$ cat config.mk
export PLATFORM = sky130hd
export DESIGN_NAME = mivu_vector_unit
export DESIGN_NICKNAME = d
export VERILOG_FILES = /design/src/mivu_vector_unit.v
export VERILOG_INCLUDE_DIRS = /design/src
export SDC_FILE = /design/constraint.sdc
export NUM_CORES = 1
export LEC_CHECK = 0
export BUFFER_PORTS_ARGS = -buffer_cell sky130_fd_sc_hd__buf_4
export CAP_MARGIN = 15
export CORE_MARGIN = 2
export CORE_UTILIZATION = 35
export CTS_BUF_LIST = sky130_fd_sc_hd__clkbuf_4
export DETAILED_ROUTE_END_ITERATION = 8
export GPL_TIMING_DRIVEN = 0
export HOLD_SLACK_MARGIN = 0.1
export SLEW_MARGIN = 20
export SYNTH_ARGS = -nofsm -noshare
export SYNTH_HDL_FRONTEND = slang
export SYNTH_SLANG_ARGS = --single-unit
$ cat constraint.sdc
create_clock -name i_core_clk -period 7.5 [get_ports i_core_clk]
set_clock_uncertainty 0.05 [all_clocks]
set_input_delay 0.75 -clock i_core_clk [delete_from_list [all_inputs] [get_ports i_core_clk]]
set_output_delay 0.75 -clock i_core_clk [all_outputs]
set_load 0.01 [all_outputs]
$ cat src/mivu_defs.vh
`ifndef MIVU_DEFS_VH
`define MIVU_DEFS_VH

// low six address bits select the register inside each channel window
`define MIVU_OFS_GLOBAL 6'h38
`define MIVU_OFS_PORT_SETUP 6'h39
`define MIVU_OFS_CHAN_STAT0 6'h3a
`define MIVU_OFS_CHAN_STAT1 6'h3b

// reset values
`define MIVU_RST_VECTOR_BASE 8'h00
`define MIVU_RST_PORT_SETUP 8'h00

// vector base setup fields
`define MIVU_VB_HIGH_MSB 7
`define MIVU_VB_HIGH_LSB 6
`define MIVU_VB_BIT5 5
`define MIVU_VB_EXT_MSB 4
`define MIVU_VB_EXT_LSB 2
`define MIVU_VB_CYCLIC 1
`define MIVU_VB_EXT_SEL 0

// irq port setup fields
`define MIVU_PS_SHOW_MASKED 7
`define MIVU_PS_SEVEN_ADJ 6
`define MIVU_PS_MEMBER_MSB 5
`define MIVU_PS_MEMBER_LSB 3
`define MIVU_PS_CHAINING 2
`define MIVU_PS_OUT_MSB 1
`define MIVU_PS_OUT_LSB 0

// vector bit naming the status register of the source
`define MIVU_VEC_REG_SEL 1

`endif

$ cat src/mivu_vector_unit.v
`timescale 1ns/100ps
`include "mivu_defs.vh"

// How it works
// - four port pending flags follow the port status inputs, apart from channels
// - any_channel_pending set when any unmasked channel source is active
// - top_channel_number gives highest-priority pending channel while any_channel_pending
// - global status frozen: first read after vector, channel status reads, acknowledge
// - global status readable at every channel alias, identical contents
// - writing vector base at a channel alias makes that channel highest priority
// - new priority applies at write strobe rising edge, held until next write, or when rotating until next service
// - acknowledge drives vector; bits 7 and 6 from programmed high bits
// - vector bit 5 from programmed bit in extended mode, always on version one
// - extended mode puts programmed extension bits on vector bits 2 to 4
// - extended mode: bits 2..5 programmed; otherwise channel number on bits 2..4
// - priority mode 0 keeps order fixed, 1 readjusts after each service
// - rotating: all eight rotate, or seven rotate with one fixed on top
// - masked-visibility bit passed to channels to show or hide masked status
// - irq port setup readable and writable at every channel alias
// - slave cascade: acknowledge taken only when pending and pins match identity
// - daisy chain: needs pending and enable in; enable out low on interrupt
// - output type: low bit 0 open drain, 01 active-low, 11 active-high
// - masked sources give no vector, no interrupt pin, no global status
module mivu_vector_unit #(
  parameter VERSION_ONE = 0
) (
  input wire i_core_clk,
  input wire i_reset_n,
  input wire i_clk_en,
  input wire [8:0] i_addr,
  input wire i_cs_n,
  input wire i_rd_n,
  input wire i_wr_n,
  input wire [7:0] i_data,
  output reg [7:0] o_data,
  output reg o_data_oe,
  input wire i_irq_ack_cycle_n,
  input wire [63:0] i_chan_stat0,
  input wire [63:0] i_chan_stat1,
  input wire [63:0] i_chan_mask0,
  input wire [63:0] i_chan_mask1,
  input wire [3:0] i_port_pend,
  output reg o_show_masked,
  output reg o_vec_done,
  output reg [2:0] o_vec_chan,
  output reg o_irq,
  output reg o_irq_oe,
  input wire [2:0] i_casc,
  output reg o_chain_out,
  output reg o_chain_out_oe
);

  reg [7:0] vector_base_reg;
  reg [7:0] port_setup_reg;
  reg [7:0] global_reg;
  reg [2:0] top_chan_reg;
  reg [2:0] rot_start_reg;
  reg wr_n_d_reg;
  reg wr_hit_reg;
  reg irq_ack_cycle_n_d_reg;
  reg [8:0] wr_addr_reg;
  reg [7:0] wr_data_reg;
  reg vec_seen_reg;
  reg gis_read_hold_reg;
  reg ack_taken_reg;
  reg [2:0] ack_chan_reg;

  reg [7:0] pend0;
  reg [7:0] pend1;
  reg [7:0] pend;
  integer k;

  always @* begin
    pend0 = 8'h00;
    pend1 = 8'h00;
    for (k = 0; k < 8; k = k + 1) begin
      pend0[k] = |(i_chan_stat0[k*8 +: 8] & ~i_chan_mask0[k*8 +: 8]);
      pend1[k] = |(i_chan_stat1[k*8 +: 8] & ~i_chan_mask1[k*8 +: 8]);
    end
    pend = pend0 | pend1;
  end

  // cyclic scan from start; optional fixed channel always checked first
  function [2:0] pick;
    input [7:0] req;
    input [2:0] start;
    input fix_en;
    input [2:0] fix;
    integer i;
    reg found;
    reg [2:0] c;
    begin
      pick = start;
      found = 1'b0;
      if (fix_en && req[fix]) begin
        pick = fix;
        found = 1'b1;
      end
      for (i = 0; i < 8; i = i + 1) begin
        c = start + i[2:0];
        if (!found && req[c] && !(fix_en && c == fix)) begin
          pick = c;
          found = 1'b1;
        end
      end
    end
  endfunction

  wire cyclic = vector_base_reg[`MIVU_VB_CYCLIC];
  wire seven = port_setup_reg[`MIVU_PS_SEVEN_ADJ];
  wire ext_sel = vector_base_reg[`MIVU_VB_EXT_SEL];
  wire chaining = port_setup_reg[`MIVU_PS_CHAINING];
  wire [1:0] out_type = port_setup_reg[`MIVU_PS_OUT_MSB:`MIVU_PS_OUT_LSB];
  wire [2:0] member_id = port_setup_reg[`MIVU_PS_MEMBER_MSB:`MIVU_PS_MEMBER_LSB];

  // seven-channel variant pins the written channel on top
  // cyclic ascending order from the top channel, or from the rotation point when rotating
  wire [2:0] best_chan = !cyclic ? pick(pend, top_chan_reg, 1'b0, top_chan_reg)
                                 : pick(pend, rot_start_reg, seven, top_chan_reg);

  wire any_chan = |pend;

  wire sel = !i_cs_n;
  wire rd_act = sel && !i_rd_n;
  wire [5:0] ofs = i_addr[5:0];
  wire rd_global = rd_act && ofs == `MIVU_OFS_GLOBAL;
  wire rd_chan_stat = rd_act && (ofs == `MIVU_OFS_CHAN_STAT0 || ofs == `MIVU_OFS_CHAN_STAT1);

  wire ack_ok = any_chan && (chaining ? i_casc[1] : i_casc == member_id);
  wire ack_start = !i_irq_ack_cycle_n && irq_ack_cycle_n_d_reg && ack_ok;
  wire ack_now = !i_irq_ack_cycle_n && (ack_taken_reg || ack_start);

  wire freeze = !i_irq_ack_cycle_n || rd_chan_stat || (rd_global && (vec_seen_reg || gis_read_hold_reg));

  // a strobe seen without select must not commit stale address or data
  wire wr_end = !wr_n_d_reg && i_wr_n && wr_hit_reg;
  wire wr_base_end = wr_end && wr_addr_reg[5:0] == `MIVU_OFS_GLOBAL;
  wire wr_setup_end = wr_end && wr_addr_reg[5:0] == `MIVU_OFS_PORT_SETUP;
  wire ack_end = !irq_ack_cycle_n_d_reg && i_irq_ack_cycle_n && ack_taken_reg;

  reg [7:0] vector;
  always @* begin
    vector = 8'h00;
    vector[`MIVU_VB_HIGH_MSB:`MIVU_VB_HIGH_LSB] =
      vector_base_reg[`MIVU_VB_HIGH_MSB:`MIVU_VB_HIGH_LSB];
    if (ext_sel) begin
      vector[`MIVU_VB_EXT_MSB:`MIVU_VB_EXT_LSB] =
        vector_base_reg[`MIVU_VB_EXT_MSB:`MIVU_VB_EXT_LSB];
    end else begin
      vector[`MIVU_VB_EXT_MSB:`MIVU_VB_EXT_LSB] = global_reg[2:0];
    end
    if (ext_sel || VERSION_ONE != 0) begin
      vector[`MIVU_VB_BIT5] = vector_base_reg[`MIVU_VB_BIT5];
    end
    // second status register only when first is clear
    vector[`MIVU_VEC_REG_SEL] = !pend0[global_reg[2:0]];
  end

  // setup registers; commit only on the strobe's rising edge
  always @(posedge i_core_clk or negedge i_reset_n) begin
    if (!i_reset_n) begin
      vector_base_reg <= `MIVU_RST_VECTOR_BASE;
      port_setup_reg <= `MIVU_RST_PORT_SETUP;
      top_chan_reg <= 3'h0;
      wr_n_d_reg <= 1'b1;
      wr_hit_reg <= 1'b0;
      wr_addr_reg <= 9'h000;
      wr_data_reg <= 8'h00;
    end else if (i_clk_en) begin
      wr_n_d_reg <= i_wr_n;
      // capture while strobe low, commit on its rising edge
      if (sel && !i_wr_n) begin
        wr_hit_reg <= 1'b1;
        wr_addr_reg <= i_addr;
        wr_data_reg <= i_data;
      end else if (i_wr_n) begin
        wr_hit_reg <= 1'b0;
      end
      if (wr_base_end) begin
        // unused bits stored as written, host keeps them zero
        vector_base_reg <= wr_data_reg;
        top_chan_reg <= wr_addr_reg[8:6];
      end
      if (wr_setup_end) begin
        port_setup_reg <= wr_data_reg;
      end
    end
  end

  // global status, acknowledge tracking and rotation point
  always @(posedge i_core_clk or negedge i_reset_n) begin
    if (!i_reset_n) begin
      global_reg <= 8'h00;
      rot_start_reg <= 3'h0;
      irq_ack_cycle_n_d_reg <= 1'b1;
      vec_seen_reg <= 1'b0;
      gis_read_hold_reg <= 1'b0;
      ack_taken_reg <= 1'b0;
      ack_chan_reg <= 3'h0;
      o_vec_done <= 1'b0;
      o_vec_chan <= 3'h0;
    end else if (i_clk_en) begin
      irq_ack_cycle_n_d_reg <= i_irq_ack_cycle_n;
      if (!freeze) begin
        global_reg <= {i_port_pend[0], i_port_pend[1], i_port_pend[2], i_port_pend[3],
                       any_chan, any_chan ? best_chan : 3'h0};
      end

      // only the first global read after a vector freezes; held for the read
      if (rd_global && vec_seen_reg) begin
        gis_read_hold_reg <= 1'b1;
        vec_seen_reg <= 1'b0;
      end else if (!rd_global) begin
        gis_read_hold_reg <= 1'b0;
      end

      if (ack_start) begin
        ack_taken_reg <= 1'b1;
        ack_chan_reg <= global_reg[2:0];
      end
      o_vec_done <= 1'b0;
      if (ack_end) begin
        ack_taken_reg <= 1'b0;
        vec_seen_reg <= 1'b1;
        o_vec_done <= 1'b1;
        o_vec_chan <= ack_chan_reg;
      end

      // served channel drops to the bottom
      if (ack_end && cyclic) begin
        rot_start_reg <= ack_chan_reg + 3'h1;
      end else if (wr_base_end) begin
        // rotation restarts at the written channel
        rot_start_reg <= wr_addr_reg[8:6];
      end
    end
  end

  // data bus: vector has priority over a register read
  always @(posedge i_core_clk or negedge i_reset_n) begin
    if (!i_reset_n) begin
      o_data <= 8'h00;
      o_data_oe <= 1'b0;
    end else if (i_clk_en) begin
      // same global contents at all aliases
      if (ack_now) begin
        o_data <= vector;
        o_data_oe <= 1'b1;
      end else if (rd_global) begin
        o_data <= global_reg;
        o_data_oe <= 1'b1;
      end else if (rd_act && ofs == `MIVU_OFS_PORT_SETUP) begin
        o_data <= port_setup_reg;
        o_data_oe <= 1'b1;
      end else begin
        o_data <= 8'h00;
        o_data_oe <= 1'b0;
      end
    end
  end

  // pins follow the setup one cycle later
  always @(posedge i_core_clk or negedge i_reset_n) begin
    if (!i_reset_n) begin
      o_show_masked <= 1'b0;
      o_irq <= 1'b0;
      o_irq_oe <= 1'b0;
      o_chain_out <= 1'b0;
      o_chain_out_oe <= 1'b0;
    end else if (i_clk_en) begin
      o_show_masked <= port_setup_reg[`MIVU_PS_SHOW_MASKED];

      case (out_type)
        2'b01: begin
          o_irq <= !any_chan;
          o_irq_oe <= 1'b1;
        end
        2'b11: begin
          o_irq <= any_chan;
          o_irq_oe <= 1'b1;
        end
        default: begin
          o_irq <= 1'b0;
          o_irq_oe <= any_chan;
        end
      endcase

      // enable out drops as soon as this device interrupts
      o_chain_out <= chaining && i_casc[1] && !any_chan;
      o_chain_out_oe <= chaining;
    end
  end

endmodule // mivu_vector_unit

=== After elaboration in Yosys (flattened, before gate mapping) ===
Cells that the tools add are included.

* $add $sub $neg: 15
* $lt $le $gt $ge: 17
* Eq/ne operators: 18
* Mux-type cells: 89
* Bitwise operators: 34
* Reduce and logical (&&, ||, !) cells: 121

{| class="wikitable"
|+ Operators with widths
! kind !! number
|-
| $reduce_or A8 Y1 || 17
|-
| $and A8 B8 Y8 || 16
|-
| $not A8 Y8 || 16
|-
| $lt A3 B4 Y1 const B || 17
|-
| $mux W3 || 21
|-
| $logic_and A1 B1 Y1 || 52
|-
| $bmux W1 S3 || 17
|-
| $mux W1 || 47
|-
| $eq A6 B6 Y1 const B || 6
|-
| $logic_not A1 Y1 || 31
|-
| $eq A3 B3 Y1 || 9
|-
| $add A3 B3 Y3 const B || 8
|-
| $mux W8 || 3
|-
| $reduce_and A2 Y1 || 11
|-
| $add A3 B2 Y3 const B || 4
|-
| $add A3 B1 Y3 const B || 3
|-
| $or A8 B8 Y8 || 1
|-
| $reduce_bool A2 Y1 || 4
|-
| $logic_or A1 B1 Y1 || 5
|-
| $eq A2 B1 Y1 const B || 1
|-
| $eq A2 B2 Y1 const B || 1
|-
| $ne A2 B1 Y1 const B || 1
|-
| $pmux W1 S2 || 1
|-
| $reduce_or A2 Y1 || 1
|-
| $not A1 Y1 || 1
|}

* Register bits after elaboration: 74
* Input port bits: 287
* Output and inout bits: 18
* Logic and storage cells: 317

=== Logic depth before layout (Yosys ltp) ===
* Depth in word-level cells: 42
* Depth in mapped cells: 14
* Depth with buffers taken out: 13

=== Least setup slack after synthesis ===
Ideal clock, no wire load.

* Path kind: in2reg
* Start: input i_chan_stat1[42]
* End: register global_reg[2]
* Setup time: 0.087 ns
* Data arrival time: 3.254 ns
* Data required time: 7.363 ns
* Slack: 4.110 ns
* Stages: 12
* Path buffers: 1
* Cell sequence: nor2b_2 a2111oi_4 nand4_4 mux4_2 and3_1 or2_1 buf_6 nor3_4 nand3_2 o31ai_1 a31oi_1 a211oi_2

* Word-level cells in the longest chain between the ends: 41
* Elaborated cells on any way between the ends: 108
* Classes of those cells: 65 x mux; 2 x bitwise; 41 x reduce/logical

{| class="wikitable"
|+ Ends and longest elaborated chain
! what !! line !! RTL
|-
| start: declaration || mivu_vector_unit.v:39 || <nowiki>input wire [63:0] i_chan_stat1,</nowiki>
|-
| $and A8 B8 Y8 (*) || mivu_vector_unit.v:78 || <nowiki>pend1[k] = |(i_chan_stat1[k*8 +: 8] & ~i_chan_mask1[k*8 +: 8]);</nowiki>
|-
| $reduce_or A8 Y1 (*) || mivu_vector_unit.v:78 ||
|-
| $or A8 B8 Y8 (*) || mivu_vector_unit.v:80 || <nowiki>pend = pend0 | pend1;</nowiki>
|-
| $bmux W1 S3 || mivu_vector_unit.v:95, mivu_vector_unit.v:101 ||
|-
| $mux W1 (not written as such) || mivu_vector_unit.v:95, mivu_vector_unit.v:101 ||
|-
| $logic_and A1 B1 Y1 || mivu_vector_unit.v:95 || <nowiki>if (fix_en && req[fix]) begin</nowiki>
|-
| $mux W1 || mivu_vector_unit.v:95 ||
|-
| $logic_not A1 Y1 || mivu_vector_unit.v:101 || <nowiki>if (!found && req[c] && !(fix_en && c == fix)) begin</nowiki>
|-
| (+23 left out) || -- ||
|-
| $logic_not A1 Y1 || mivu_vector_unit.v:101 ||
|-
| $logic_and A1 B1 Y1 (2 in a row) || mivu_vector_unit.v:101 ||
|-
| $mux W1 || mivu_vector_unit.v:101 ||
|-
| $logic_not A1 Y1 || mivu_vector_unit.v:101 ||
|-
| $logic_and A1 B1 Y1 (2 in a row) || mivu_vector_unit.v:101 ||
|-
| $mux W3 || mivu_vector_unit.v:101 ||
|-
| $mux W3 || mivu_vector_unit.v:118 || <nowiki>wire [2:0] best_chan = !cyclic ? pick(pend, top_chan_reg, 1'b0, top_chan_reg)</nowiki>
|-
| $mux W3 (*) || mivu_vector_unit.v:206 || <nowiki>any_chan, any_chan ? best_chan : 3'h0};</nowiki>
|-
| end signal: assignment || mivu_vector_unit.v:205 || <nowiki>global_reg <= {i_port_pend[0], i_port_pend[1], i_port_pend[2], i_port_pend[3],</nowiki>
|-
| end: declaration || mivu_vector_unit.v:55 || <nowiki>reg [7:0] global_reg;</nowiki>
|}

Mark *: on every way between the ends. The rest lies on a longest branch, timed or not. The select of a mux whose other input is x is not followed.
A chain may end at the register's enable or synchronous reset.

=== Worst setup path in the final report ===
* Start: register rot_start_reg[1]
* End: register global_reg[2]

* Word-level cells in the longest chain between the ends: 35
* Elaborated cells on any way between the ends: 87
* Classes of those cells: 7 x add/sub; 8 x eq/ne; 33 x mux; 39 x reduce/logical

{| class="wikitable"
|+ Ends and longest elaborated chain
! what !! line !! RTL
|-
| start: declaration || mivu_vector_unit.v:57 || <nowiki>reg [2:0] rot_start_reg;</nowiki>
|-
| start signal: assignment || mivu_vector_unit.v:231 || <nowiki>rot_start_reg <= ack_chan_reg + 3'h1;</nowiki>
|-
| start signal: assignment || mivu_vector_unit.v:234 || <nowiki>rot_start_reg <= wr_addr_reg[8:6];</nowiki>
|-
| branches (longest 32 deep; another with $add A3 B1 Y3) || -- ||
|-
| $mux W3 (*) || mivu_vector_unit.v:101 ||
|-
| $mux W3 (*) || mivu_vector_unit.v:118 ||
|-
| $mux W3 (*) || mivu_vector_unit.v:206 ||
|}

Every way passes the cells marked *. The select of a mux whose other input is x is not followed.

==> flow_summary.json <==
{
  "status": "finished, final reports clean",
  "yosys.area.top_type_share_pct": 26.5,
  "clock-sinks": 74,
  "dr.pass1.iters": 4,
  "critPathRequiredTime_ns": 7.76,
  "synthFlopType": "dfrtp_1",
  "setup_tns_ns": 0,
  "ys_ff_latch": 74,
  "grt_overflow": 0,
  "synth.largest_area_cell": "dfrtp_1",
  "fmax_mhz": 253,
  "tightestPinTransition_ns": 0.943,
  "grt_pass1_wl_mm": 36.1,
  "cts.hold.buffers_added": 0,
  "cts_tree": "built",
  "h-tree-depth": 3,
  "post-route-util_pct": 50.7,
  "power.total_uw": 1250,
  "ys_seq_area_share_pct": 27.3,
  "final_nets": 1310,
  "area_delta_synth_final_pct": 41.2,
  "grt_pass1_vias": 6706,
  "antenna_found_initial": 1,
  "synth.avg_cell_area_um2": 9.67,
  "clkTransAtPathRegs_ns": 0.13,
  "holdWs_ns": 0.395,
  "place_congestion": 0.879,
  "min_period_ns": 3.95,
  "drtIter0Drc": 407,
  "grt_max_degree": 75,
  "die_width_um": 143,
  "ctsResizeCount": 0,
  "rsz0062_at_grt": "false",
  "leakage_uw": 0.00430,
  "initial_core_util_pct": 35.9,
  "routed_wl_mm": 23.4,
  "synth_edf_count": 0,
  "dieArea_mm2": 0.0205,
  "io_buffers": 303,
  "synthArstFlopShare_pct": 100,
  "hold_viol_final": 0,
  "worstPathArrival_ns": 4.21,
  "syn-cell-area_mm2": 0.00679,
  "cts_buffer_depth": 2,
  "endpoint_kind": "flop",
  "final_common_cell": "buf_4",
  "rows": 50,
  "finalInstanceArea_mm2": 0.00958,
  "pwr_density_cell_mw_per_mm2": 130,
  "report.final.slew_viol_count": 0,
  "boundaryPins": 305,
  "setup_viol": 0,
  "die_y_um": 143,
  "netlist_instances": 702,
  "crit_type": "reg -> reg",
  "drc": 0,
  "cts_buffers": 9,
  "track_usage_pct": 22.7,
  "period_share_pct": 52.7,
  "core_area_mm2": 0.0189,
  "vias": 6704,
  "clkLatencyLatePin_ns": 0.43,
  "syn-num-nets": 994,
  "dpl_cell_area_mm2": 0.00941,
  "ys_types": 83,
  "final_cell_mix": "buf_4 (304), nor2b_1 (78), dfrtp_1 (72)",
  "wl_per_cell_um": 18.2,
  "drv_cap": 0,
  "dp_hpwl_mm": 19.5,
  "layout-drive-gt1-share_pct": 45.2,
  "slew_headroom_pct": 37.1,
  "largest_reg_flops": 9,
  "post_cts_buffers": 0,
  "cp-start-kind": "flop",
  "root_buffer": "clkbuf_4",
  "path_max_fanout": 10,
  "synth.area.top_cells": "dfrtp_1 (27%), a2111oi_4 (8.9%), mux2_2 (8.1%)",
  "peakVddDrop_mv": 0.0708,
  "ys_warn_count": 0,
  "ant_nets": 0,
  "min_path_type": "in -> async",
  "via_per_inst": 5.22
}
## stage by stage
step / std cells / setup WS [ns]
after global routing: 1283 / 3.35
final: 1284 / 3.55
after floorplan: 702 / 4.11
after global placement: 1265 / 3.38
after detailed placement: 1267 / 3.32
after CTS: 1283 / 3.60
## per-layer routing
metal	share of wire [%]	wire, um	GRT usage (%)	vias to the layer above
met5	0	0	0	-
met4	1.8	414	4.80	0
met3	9.6	2240	7.11	31
met2	48	11200	38.0	281
met1	40	9460	28.9	3152
li1	-	-	-	3240
## worst max-delay path, cell delays in order, from the launching register on
cell,delay (ns)
dfrtp_1,0.46
clkinv_1,0.29
ha_1,0.45
clkbuf_1,0.43
nand2_1,0.17
o22ai_1,0.24
nor4_1,0.13
a2111oi_2,0.39
nor2_1,0.06
a2111oi_0,0.57
o22ai_2,0.19
a31oi_1,0.29
a211oi_2,0.11
## final timing paths
kind / start / endpoint / slack (ns) / cells after the start
max in group asynchronous: i_reset_n / o_data[3]$_DFFE_PN0P_ / 6.38 / 1
min: i_reset_n / o_vec_chan[0]$_DFFE_PN0P_ / 0.39 / 1
min in group i_core_clk: o_chain_out$_DFFE_PN0P_ / o_chain_out$_DFFE_PN0P_ / 0.46 / 1
max: rot_start_reg[1]$_DFFE_PN0P_ / global_reg[2]$_DFFE_PN0P_ / 3.55 / 12
max reg2reg: rot_start_reg[1]$_DFFE_PN0P_ / global_reg[2]$_DFFE_PN0P_ / 3.55 / 12
min reg2reg: o_chain_out$_DFFE_PN0P_ / o_chain_out$_DFFE_PN0P_ / 0.46 / 1
## cells in the mapped netlist, types with 5 or more instances
cell and number:
a31oi_1 12, xnor2_1 7, o21ai_0 23, nor2_1 40
mux2i_1 31, nand4_2 5, nand3_1 15, dfrtp_1 72
nand2_1 53, nor2b_2 7, inv_2 5, a21oi_1 28
nand2b_1 9, nor2b_1 78, a2111oi_4 22, nor4_1 5
clkinv_1 5, inv_1 45, nor3_1 14, o22ai_1 7
a22oi_1 8, nand4_1 7, nor2b_4 6, xor2_1 6
ha_1 5, mux4_2 9, and4_1 8, mux2_2 49
clkbuf_1 14, a2111oi_2 9
## layout make-up
class,instances,area (um^2)
diodes,1,2.50
plain buffers,24,125
clock buffers,9,67.6
clock inverters,7,100
fillers,1888,9310
inverters,55,206
multi-input cells,549,4610
flip-flops and latches,74,1850
well taps,260,325
repair buffers,305,2290
## kinds of logic (layout without fill, tap and decap cells)
| family | Yosys count | after routing | share of synthesized area (%) |
|---|---|---|---|
| AOI/OAI and AO/OA | 165 | 165 | 24.4 |
| xor gates and xnor gates | 13 | 13 | 1.68 |
| adders and majority gates | 5 | 5 | 0.922 |
| buffers and inverters | 79 | 400 | 4.89 |
| DFF | 74 | 74 | 27.3 |
| muxes | 92 | 92 | 16.7 |
| other | 0 | 1 | 0 |
| and+or+nand+nor | 274 | 274 | 24.1 |
## power by group
group | switching (uW) | internal, uW | total [uW] | leakage [uW]
registers | 47.3 | 456 | 503 | 0.000927
logic | 206 | 249 | 455 | 0.00328
clock network | 151 | 138 | 289 | 0.0000909
Power figures use the tool's default switching activity.
